--- src/apt_pkg.sv ---
package apt_pkg;

  // Register bus geometry
  localparam int ADDR_W = 2;
  localparam int DATA_W = 8;

  // Register offsets
  localparam logic [ADDR_W-1:0] OFF_MODE = 2'h0;
  localparam logic [ADDR_W-1:0] OFF_SEL = 2'h1;
  localparam logic [ADDR_W-1:0] OFF_STAT = 2'h2;

  // Reset values
  localparam logic [DATA_W-1:0] MODE_RESET = 8'h00;
  localparam logic [DATA_W-1:0] SEL_RESET = 8'h00;

  // Converter mode register fields
  localparam int MODE_BOOST_BIT = 0;
  localparam int MODE_HS_BIT = 1;
  localparam int MODE_SCAN_BIT = 2;
  localparam int MODE_CONV_BIT = 7;
  localparam logic [DATA_W-1:0] MODE_WMASK = 8'h87;

  // Input-select register fields
  localparam int SEL_CH_LSB = 0;
  localparam int SEL_CH_W = 3;
  localparam int SEL_ZERO_BIT = 3;
  localparam int SEL_SRC_BIT = 4;
  localparam int SEL_TRG_BIT = 5;
  localparam int SEL_EDGE_LSB = 6;
  localparam logic [DATA_W-1:0] SEL_WMASK = 8'hF7;

  // Status register fields
  localparam int STAT_GEN_BIT = 0;
  localparam int STAT_READY_BIT = 1;
  localparam int STAT_AUTO_BIT = 2;
  localparam int STAT_DISCARD_BIT = 3;

  // Edge select encodings
  typedef enum logic [1:0] {
    APT_EDGE_NONE = 2'h0,
    APT_EDGE_FALL = 2'h1,
    APT_EDGE_RISE = 2'h2,
    APT_EDGE_BOTH = 2'h3
  } apt_edge_e;

  // Setup timing of the converter after boost power-up
  localparam int CLK_PERIOD_NS = 10;
  localparam int SETUP_HS_NS = 1000;
  localparam int SETUP_NORM_NS = 14000;
  localparam int SETUP_HS_CYC = (SETUP_HS_NS + CLK_PERIOD_NS - 1) / CLK_PERIOD_NS;
  localparam int SETUP_NORM_CYC = (SETUP_NORM_NS + CLK_PERIOD_NS - 1) / CLK_PERIOD_NS;

  // Boost generator sequencing states, Gray along the power-up path
  typedef enum logic [1:0] {
    APT_GEN_OFF = 2'b00,
    APT_GEN_SETTLE = 2'b01,
    APT_GEN_READY = 2'b11
  } apt_gen_e;

endpackage

--- src/apt_edge_detect.sv ---
`timescale 1ns/1ps
`default_nettype none
module apt_edge_detect (
  input wire logic clk_in,
  input wire logic reset_in,
  input wire logic pin_in,
  input wire logic [1:0] edge_sel_in,
  output logic edge_out
);
  import apt_pkg::*;

  typedef struct packed {
    logic s1;
    logic s2;
    logic s3;
    logic level;
    logic edge_p;
  } apt_edge_s;

  apt_edge_s q, d;

  // Accept a level once the last two stages agree, then flag the chosen edges
  always_comb begin
    d = q;
    d.s1 = pin_in;
    d.s2 = q.s1;
    d.s3 = q.s2;
    d.edge_p = 1'b0;
    if (q.s2 == q.s3) begin
      d.level = q.s2;
      unique case (apt_edge_e'(edge_sel_in))
        APT_EDGE_NONE: d.edge_p = 1'b0;
        APT_EDGE_FALL: d.edge_p = q.level && !q.s2;
        APT_EDGE_RISE: d.edge_p = !q.level && q.s2;
        APT_EDGE_BOTH: d.edge_p = q.level != q.s2;
      endcase
    end
  end

  // State register
  always_ff @(posedge clk_in) begin
    if (reset_in) begin
      q <= '0;
    end else begin
      q <= d;
    end
  end

  assign edge_out = q.edge_p;
endmodule
`default_nettype wire

--- src/apt_setup_timer.sv ---
`timescale 1ns/1ps
`default_nettype none
module apt_setup_timer #(
  parameter int CNT_W = 11
) (
  input wire logic clk_in,
  input wire logic reset_in,
  input wire logic run_in,
  input wire logic high_speed_in,
  output logic ready_out
);
  import apt_pkg::*;

  // Refuse a counter too narrow for the longer setup wait
  if (SETUP_NORM_CYC >= (1 << CNT_W) || SETUP_HS_CYC >= (1 << CNT_W)) begin : g_bad_width
    $error("apt_setup_timer: CNT_W too small for setup count");
  end

  localparam logic [CNT_W-1:0] HS_LAST = CNT_W'(SETUP_HS_CYC - 1);
  localparam logic [CNT_W-1:0] NORM_LAST = CNT_W'(SETUP_NORM_CYC - 1);

  typedef struct packed {
    apt_gen_e state;
    logic [CNT_W-1:0] cnt;
    logic ready;
  } apt_timer_s;

  apt_timer_s q, d;
  logic [CNT_W-1:0] last;

  // Count the setup wait from generator power-up; drop at once on power-off
  always_comb begin
    d = q;
    last = high_speed_in ? HS_LAST : NORM_LAST;
    if (!run_in) begin
      d.state = APT_GEN_OFF;
      d.cnt = '0;
    end else begin
      unique case (q.state)
        APT_GEN_OFF: begin
          d.state = APT_GEN_SETTLE;
          d.cnt = '0;
        end
        APT_GEN_SETTLE: begin
          if (q.cnt >= last) begin
            d.state = APT_GEN_READY;
          end else begin
            d.cnt = q.cnt + 1'b1;
          end
        end
        APT_GEN_READY: d.state = APT_GEN_READY;
        default: d.state = APT_GEN_OFF;
      endcase
    end
    d.ready = (d.state == APT_GEN_READY);
  end

  // State register
  always_ff @(posedge clk_in) begin
    if (reset_in) begin
      q <= '{state: APT_GEN_OFF, cnt: '0, ready: 1'b0};
    end else begin
      q <= d;
    end
  end

  assign ready_out = q.ready;
endmodule
`default_nettype wire

--- src/apt_control.sv ---
`timescale 1ns/1ps
`default_nettype none
module apt_control (
  input wire logic clk_in,
  input wire logic reset_in,
  input wire logic [apt_pkg::ADDR_W-1:0] addr_in,
  input wire logic [apt_pkg::DATA_W-1:0] wr_data_in,
  input wire logic wr_strobe_in,
  input wire logic rd_strobe_in,
  output logic [apt_pkg::DATA_W-1:0] rd_data_out,
  input wire logic ext_trigger_pin_in,
  input wire logic timer_match_event_in,
  output logic boost_gen_on_out,
  output logic conv_power_out,
  output logic conv_active_out,
  output logic setup_ready_out,
  output logic conv_start_out,
  output logic start_usable_out,
  output logic [2:0] channel_out,
  output logic [7:0] channel_mask_out
);
  import apt_pkg::*;

  localparam int NUM_CH = 1 << SEL_CH_W;

  typedef struct packed {
    logic [DATA_W-1:0] converter_mode_reg;
    logic [DATA_W-1:0] input_select_trigger;
    logic [DATA_W-1:0] rd_data;
    logic auto_on;
    logic discard;
    logic gen_on;
    logic start;
    logic usable;
    logic [NUM_CH-1:0] mask;
  } apt_ctrl_s;

  apt_ctrl_s q, d;

  logic ext_edge;
  logic setup_ready;
  logic [NUM_CH-1:0] mask_w;
  logic wr_mode, wr_sel;
  logic conv_run_enable, ref_boost_enable;
  logic prev_conv, prev_boost;
  logic trigger_mode_select, hw_trigger_source;
  logic hw_trigger, sw_trigger, gen_req;
  logic [SEL_CH_W-1:0] chan;
  logic [DATA_W-1:0] sel_next;
  logic [DATA_W-1:0] mode_next;

  // Field views of the stored registers, except chan, which views the next select value sel_next
  assign trigger_mode_select = q.input_select_trigger[SEL_TRG_BIT];
  assign hw_trigger_source = q.input_select_trigger[SEL_SRC_BIT];
  assign chan = sel_next[SEL_CH_LSB +: SEL_CH_W];
  assign prev_conv = q.converter_mode_reg[MODE_CONV_BIT];
  assign prev_boost = q.converter_mode_reg[MODE_BOOST_BIT];

  // External pin edges, synchronised inside
  apt_edge_detect u_edge (
    .clk_in(clk_in),
    .reset_in(reset_in),
    .pin_in(ext_trigger_pin_in),
    .edge_sel_in(q.input_select_trigger[SEL_EDGE_LSB +: 2]),
    .edge_out(ext_edge)
  );

  // Setup wait after generator power-up
  apt_setup_timer u_timer (
    .clk_in(clk_in),
    .reset_in(reset_in),
    .run_in(q.gen_on),
    .high_speed_in(q.converter_mode_reg[MODE_HS_BIT]),
    .ready_out(setup_ready)
  );

  // Register contents as they stand after this edge, so the mask moves with the channel field
  assign sel_next = (wr_strobe_in && (addr_in == OFF_SEL))
                    ? (wr_data_in & SEL_WMASK) : q.input_select_trigger;
  assign mode_next = (wr_strobe_in && (addr_in == OFF_MODE))
                     ? (wr_data_in & MODE_WMASK) : q.converter_mode_reg;

  // Channel selection mask, one term per analog input
  for (genvar i = 0; i < NUM_CH; i++) begin : g_mask
    assign mask_w[i] = mode_next[MODE_SCAN_BIT]
                       ? (SEL_CH_W'(i) <= chan) : (SEL_CH_W'(i) == chan);
  end

  // Hardware trigger source choice
  assign hw_trigger = hw_trigger_source ? timer_match_event_in : ext_edge;

  // Next-state logic
  always_comb begin
    d = q;
    d.start = 1'b0;
    d.rd_data = '0;
    wr_mode = wr_strobe_in && (addr_in == OFF_MODE);
    wr_sel = wr_strobe_in && (addr_in == OFF_SEL);

    // Register writes
    if (wr_mode) begin
      d.converter_mode_reg = wr_data_in & MODE_WMASK;
    end
    if (wr_sel) begin
      d.input_select_trigger = wr_data_in & SEL_WMASK;
    end
    conv_run_enable = d.converter_mode_reg[MODE_CONV_BIT];
    ref_boost_enable = d.converter_mode_reg[MODE_BOOST_BIT];

    // Automatic generator power-up from the fully stopped state
    if (!prev_conv && !prev_boost && conv_run_enable) begin
      d.auto_on = 1'b1;
    end
    if (!conv_run_enable) begin
      d.auto_on = 1'b0;
    end

    // Generator and converter power follow the boost bit or the auto hold
    gen_req = ref_boost_enable || d.auto_on;
    d.gen_on = gen_req;

    // A fresh auto power-up in software mode spoils the first result
    if (d.auto_on && !q.auto_on && !trigger_mode_select) begin
      d.discard = 1'b1;
    end
    if (!gen_req) begin
      d.discard = 1'b0;
    end

    // Conversion start: software by enabling, hardware by the chosen event
    sw_trigger = wr_mode && conv_run_enable;
    if (!trigger_mode_select) begin
      if (sw_trigger) begin
        d.start = 1'b1;
        d.usable = setup_ready && !d.discard;
        d.discard = 1'b0;
      end
    end else if (prev_conv && conv_run_enable && hw_trigger) begin // No start as enable drops
      d.start = 1'b1;
      d.usable = setup_ready;
    end

    d.mask = mask_w;

    // Read data, present only in the cycle after the strobe
    if (rd_strobe_in) begin
      unique case (addr_in)
        OFF_MODE: d.rd_data = q.converter_mode_reg;
        OFF_SEL: d.rd_data = q.input_select_trigger;
        OFF_STAT: begin
          d.rd_data[STAT_GEN_BIT] = q.gen_on;
          d.rd_data[STAT_READY_BIT] = setup_ready;
          d.rd_data[STAT_AUTO_BIT] = q.auto_on;
          d.rd_data[STAT_DISCARD_BIT] = q.discard;
        end
        default: d.rd_data = '0;
      endcase
    end
  end

  // State register
  always_ff @(posedge clk_in) begin
    if (reset_in) begin
      q <= '0;
      q.converter_mode_reg <= MODE_RESET;
      q.input_select_trigger <= SEL_RESET;
    end else begin
      q <= d;
    end
  end

  // Outputs, all from flip-flops
  assign rd_data_out = q.rd_data;
  assign boost_gen_on_out = q.gen_on;
  assign conv_power_out = q.gen_on;
  assign conv_active_out = q.converter_mode_reg[MODE_CONV_BIT];
  assign setup_ready_out = setup_ready;
  assign conv_start_out = q.start;
  assign start_usable_out = q.usable;
  assign channel_out = q.input_select_trigger[SEL_CH_LSB +: SEL_CH_W];
  assign channel_mask_out = q.mask;
endmodule
`default_nettype wire

--- config.mk ---
export PLATFORM = sky130hd
export DESIGN_NAME = apt_control
export DESIGN_NICKNAME = d
export VERILOG_FILES = /design/src/apt_pkg.sv /design/src/apt_edge_detect.sv /design/src/apt_setup_timer.sv /design/src/apt_control.sv
export SDC_FILE = /design/constraint.sdc
export NUM_CORES = 1
export LEC_CHECK = 0
export BUFFER_PORTS_ARGS = -buffer_cell sky130_fd_sc_hd__buf_4
export CORE_ASPECT_RATIO = 0.7
export CORE_MARGIN = 2
export CORE_UTILIZATION = 55
export CTS_BUF_LIST = sky130_fd_sc_hd__clkbuf_16
export CTS_CLUSTER_DIAMETER = 150
export DETAILED_ROUTE_END_ITERATION = 16
export MAX_ROUTING_LAYER = met4
export PLACE_DENSITY = 0.79
export SETUP_SLACK_MARGIN = 0.5
export SLEW_MARGIN = 20
export SYNTH_ARGS = -nofsm -noshare
export SYNTH_HDL_FRONTEND = slang
export SYNTH_SLANG_ARGS = --single-unit
--- constraint.sdc ---
create_clock -name clk_in -period 2.35 [get_ports clk_in]
set_clock_uncertainty 0.1 [all_clocks]
set_input_delay 0.47 -clock clk_in [delete_from_list [all_inputs] [get_ports clk_in]]
set_output_delay 0.47 -clock clk_in [all_outputs]
set_load 0.02 [all_outputs]
### Word-level counts from Yosys, hierarchy flattened

Index checks and enable logic that the tools add are counted.

* memory bits (writable): 0
* memory bits (read-only): 0
* memories kept: 0
* input port bits: 16
* output and inout bits: 25
* word-level logic and storage cells: 111
* bits in latches: 0
* flip-flop bits (word level): 51

* multipliers: 0
* equal/unequal tests: 19
* $add $sub $neg: 1
* reduce and logical (&&, ||, !) cells: 31
* muxes and demuxes: 29
* shifts and indexed selects: 0
* magnitude comparators: 9
* bitwise operators: 3
* divide/modulo/power cells: 0

Operators with widths (number)
* 2-to-1 mux 11 bit: 2
* one-hot mux 11 bit (2 select lines): 1
* 2-to-1 mux 1 bit: 15
* 2-to-1 mux 13 bit: 1
* == test 3 bit, first input constant: 4
* less-or-equal comparator 3 bit, first input constant: 4
* logical AND 1 bit: 12
* one-hot mux 4 bit (3 select lines): 1
* adder 11 x 1 -> 11 bit, second input constant: 1
* greater-or-equal comparator 11 bit: 1
* == test 2 bit, second input constant: 5
* 2-to-1 mux 2 bit: 4
* 2-to-1 mux 8 bit: 1
* one-hot mux 4 bit (2 select lines): 1
* zero test 1 bit: 7
* == test 2 x 1 -> 1 bit, second input constant: 3
* == test 2 x 3 -> 1 bit, first input constant: 2
* less-or-equal comparator 1 x 3 -> 1 bit, first input constant: 2
* less-or-equal comparator 2 x 3 -> 1 bit, first input constant: 2
* zero test 2 bit: 3
* one-hot mux 2 bit (3 select lines): 1
* OR reduction 2 bit: 3
* one-hot mux 1 bit (4 select lines): 1
* AND reduction 2 bit: 2
* 10 further kinds: 13

### Longest topological paths before layout

* depth after elaboration: 14
* depth in mapped cells: 7

### By module

Synthesis repeated with hierarchy kept, for this count alone.

* cell total of the unflattened synthesis: 252
* area, all modules: 2341.0 um^2

By module, submodules not included
* apt_control: area each 1385.1 um^2, instances 1, seq. area each 640.6 um^2, cells an instance 145
* apt_setup_timer: area each 747.0 um^2, instances 1, seq. area each 280.3 um^2, cells an instance 86
* apt_edge_detect: area each 209.0 um^2, instances 1, seq. area each 100.1 um^2, cells an instance 21

### Least setup slack after synthesis

Ideal clock, no wire load.

* kind: flip-flop to flip-flop
* start: register q[30] (netlist bit)
* end: register u_timer.q[3] (netlist bit)
* buffers on the path: 1
* data required time: 2.134 ns
* period minus slack after synthesis: 2.002 ns
* data arrival time: 1.787 ns
* slack: 0.348 ns
* stages on the path, launching flop included: 8
* cell sequence: dfxtp_1 -> ha_1 -> a211o_1 -> a211oi_4 -> o21a_4 -> buf_8 -> a21oi_1 -> a31o_1

* longest elaborated chain between the ends: 4

RTL lines
* start, declared: RTL line apt_control.sv:38 `apt_ctrl_s q, d;`
* 2-to-1 mux 11 bit: RTL line apt_setup_timer.sv:34 `last = high_speed_in ? HS_LAST : NORM_LAST;`
* greater-or-equal comparator 11 bit: RTL line apt_setup_timer.sv:45 `if (q.cnt >= last) begin`
* != test 2 bit (no line)
* AND reduction 2 bit (no line)
* end signal, assigned: RTL line apt_setup_timer.sv:61 `q <= '{state: APT_GEN_OFF, cnt: '0, ready: 1'b0};`
* end, declared: RTL line apt_setup_timer.sv:28 `apt_timer_s q, d;`

No other way between the ends.
A chain may end at the register's enable or synchronous reset.

### Worst setup path in the final report

* start: register q[30] (netlist bit)
* end: register u_timer.q[8] (netlist bit)

The elaborated chain is that of the path after synthesis.

==> summary.txt <==
largest area contributor in the netlist - dfxtp_1
total gr overflow - 0
Vias/cell - 5.41
HPWL Detailed - 3270 um
Worst Max-Slew Pin Slew - 0.638 ns
top cells by count, synth - dfxtp_1, nor2_1, buf_4
most common cell in the netlist - dfxtp_1
Vert. Die Dim - 59.4 um
CP arrival - 2.04 ns
Worst Setup SP - q[30]$_SDFFE_PP0N_
Avg Inst Size Synth - 9.62 um^2
Synth Flop Type - dfxtp_1
Synth Warn # - 0
dpl ws - 0.284 ns
IR Drop Worst-Case VDD - 456 uV
Post-Syn Area - 0.00241 mm^2
number of synthesized flops with an enable pin - 0
num rows - 20
Mapped Cells - 251
final setup fails - 0
Slew HR - 57.0%
pin count of the biggest net entering global routing - 29
crit path max fanout - 6
Antenna Cells - 0
CTS sink count - 51
TritonCTS clock tree - yes
P_leak - 1.25 nW
Num CTS Buffers - 5
Die ar. - 0.00495 mm^2
run status - finished clean
Fmax achieved - 0.509 GHz
Buffers on Ports - 39
post-synth top area share - 42.3%
Async S/R FF share, synth - 0%
Starting Density - 56.4%
Hold Crit Class - input pin to register
Setup crit end kind - register
Max H-tree Level - 2
drt pass-1 iters - 4
reg2reg start - q[30]$_SDFFE_PP0N_
endpoints failing hold - 0
post-synthesis cell type count - 48
ranking of synthesized cells by area - dfxtp_1, mux2i_1, buf_4, nor2_1, ha_1
via count - 1817
Routed Antenna Nets - 0
vias in the first global route - 1591
Tcrit/Tclk final - 83.7%
Worst-path clk slew - 0.06 ns
CTS root buffer - clkbuf_16
Period minus WS final - 1.97 ns
fin. max-slew vios - 0
Req. time, crit path - 2.42 ns
setup TNS - 0 ns
RSZ-0062 raised after global routing - true
Tot GR Track Use - 21.4%
IO Pins - 41
fill cell count - 334
total power - 0.00183 W
CTS Buffer Depth - 2
CP startpoint kind - register
first-pass GRT wire length - 7980 um
max cap viols - 0
Seq cells post-synth - 51
pwr/cell area - 628 mW/mm^2
Worst Hold Launch - ext_trigger_pin_in
final routed DRC violation total - 0
clk_lat worst skew - 0.28 ns
nets@finish - 304
fin cells - 336
layout cells sized above 1 - 30.6%
core footprint - 0.00428 mm^2
WL per Instance - 14.2 um
CP Class - register to register
flop2flop setup slack - 0.38 ns
Seq/Total Area, Yosys - 42.3%
worst setup margin - 0.384 ns
placed cells - 320
die width - 83.2 um
Final Wtd Congestion - 0.803
initial antenna violation count - 0
syn_nets - 274
Area growth syn-to-layout - 20.5%
routed wire length - 4780 um
DRT iter0 DRCs - 177
==> path summary, 6_finish.rpt <==
kind | to | cells after the start
worst max-delay path | u_timer.q[8]$_SDFFE_PP0P_ | 7
worst min-delay path | u_edge.d[3]$_SDFF_PP0_ | 2
worst max register to register | u_timer.q[8]$_SDFFE_PP0P_ | 7
worst min register to register | u_edge.d[2]$_SDFF_PP0_ | 1
==> through the flow <==
stage / utilization, % / cell area [um^2] / hold slack, ns
CTS: 66.0 / 2830 / 0.296
global route: 68.0 / 2910 / 0.315
finish: 68.0 / 2910 / 0.298
floorplan: - / 2430 / 0.314
global placement: 60.7 / 2600 / 0.319
detailed placement: 60.7 / 2600 / 0.325
==> what timing repair did <==
item,CTS,global route
endpoints found under the setup margin,9,17
pin swaps,3,7
cloned,1,0
buffers inserted,4,4
resized for setup,6,11
hold buffers,0,0
==> cells in the final DEF (no fill, tap or decap), drive strengths merged, types with 6 or more instances in the layout <==
master,n
nor2,32
nor3,9
a21oi,11
inv,8
mux2i,23
or3,6
ha,7
dfxtp,51
nor2b,6
nand4,6
and2,7
buf,50
nand2,17
==> worst max-delay path, stage by stage, from the launching register on <==
cell,delay (ns)
dfxtp_4,0.41
ha_4,0.22
a211o_1,0.28
a211oi_4,0.29
buf_4,0.17
o21a_4,0.17
nand3_2,0.09
mux2i_1,0.13
==> flip-flops by register name, summed over array words and instances (netlist names), 2 cells and up <==
| register | flops |
|---|---|
| u_edge.d | 2 |
| rd_data_out | 8 |
| u_timer.q | 13 |
| u_edge.q | 2 |
| channel_mask_out | 8 |
| channel_out | 3 |
| q | 7 |
==> logic make-up (layout without fill, tap and decap cells) <==
kind of cell	Yosys count	in the layout	share of synthesized area [%]
mux	24	24	11.3
xor+xnor	3	3	1.09
fa+ha+maj	7	7	3.63
simple gates	100	100	21.1
compound gates	31	32	10.6
buf+inv	35	64	9.95
flops	51	51	42.3
==> layer usage <==
layer | track usage, % | up-vias | share of wire, %
li1 | - | 913 | -
met1 | 32.3 | 855 | 53
met2 | 27.9 | 45 | 41
met3 | 4.46 | 4 | 5.1
met4 | 7.03 | 0 | 0.96
met5 | - | - | 0
==> layout make-up <==
type | count | area [um^2] | share of cell area (%)
Multi-Input combinational cell | 166 | 1250 | 42.9
Sequential cell | 51 | 1030 | 35.3
Timing Repair Buffer | 50 | 379 | 13.0
Clock buffer | 5 | 125 | 4.30
Tap cell | 55 | 68.8 | 2.37
Clock inverter | 2 | 33.8 | 1.16
Inverter | 7 | 26.3 | 0.903
==> where the power goes <==
group / switching (W) / internal (W)
registers: 0.0000152 / 0.000881
clock network: 0.000295 / 0.000492
logic: 0.0000754 / 0.0000673
total: 0.000386 / 0.00144
Note: power is estimated with default switching activity, not from simulation.
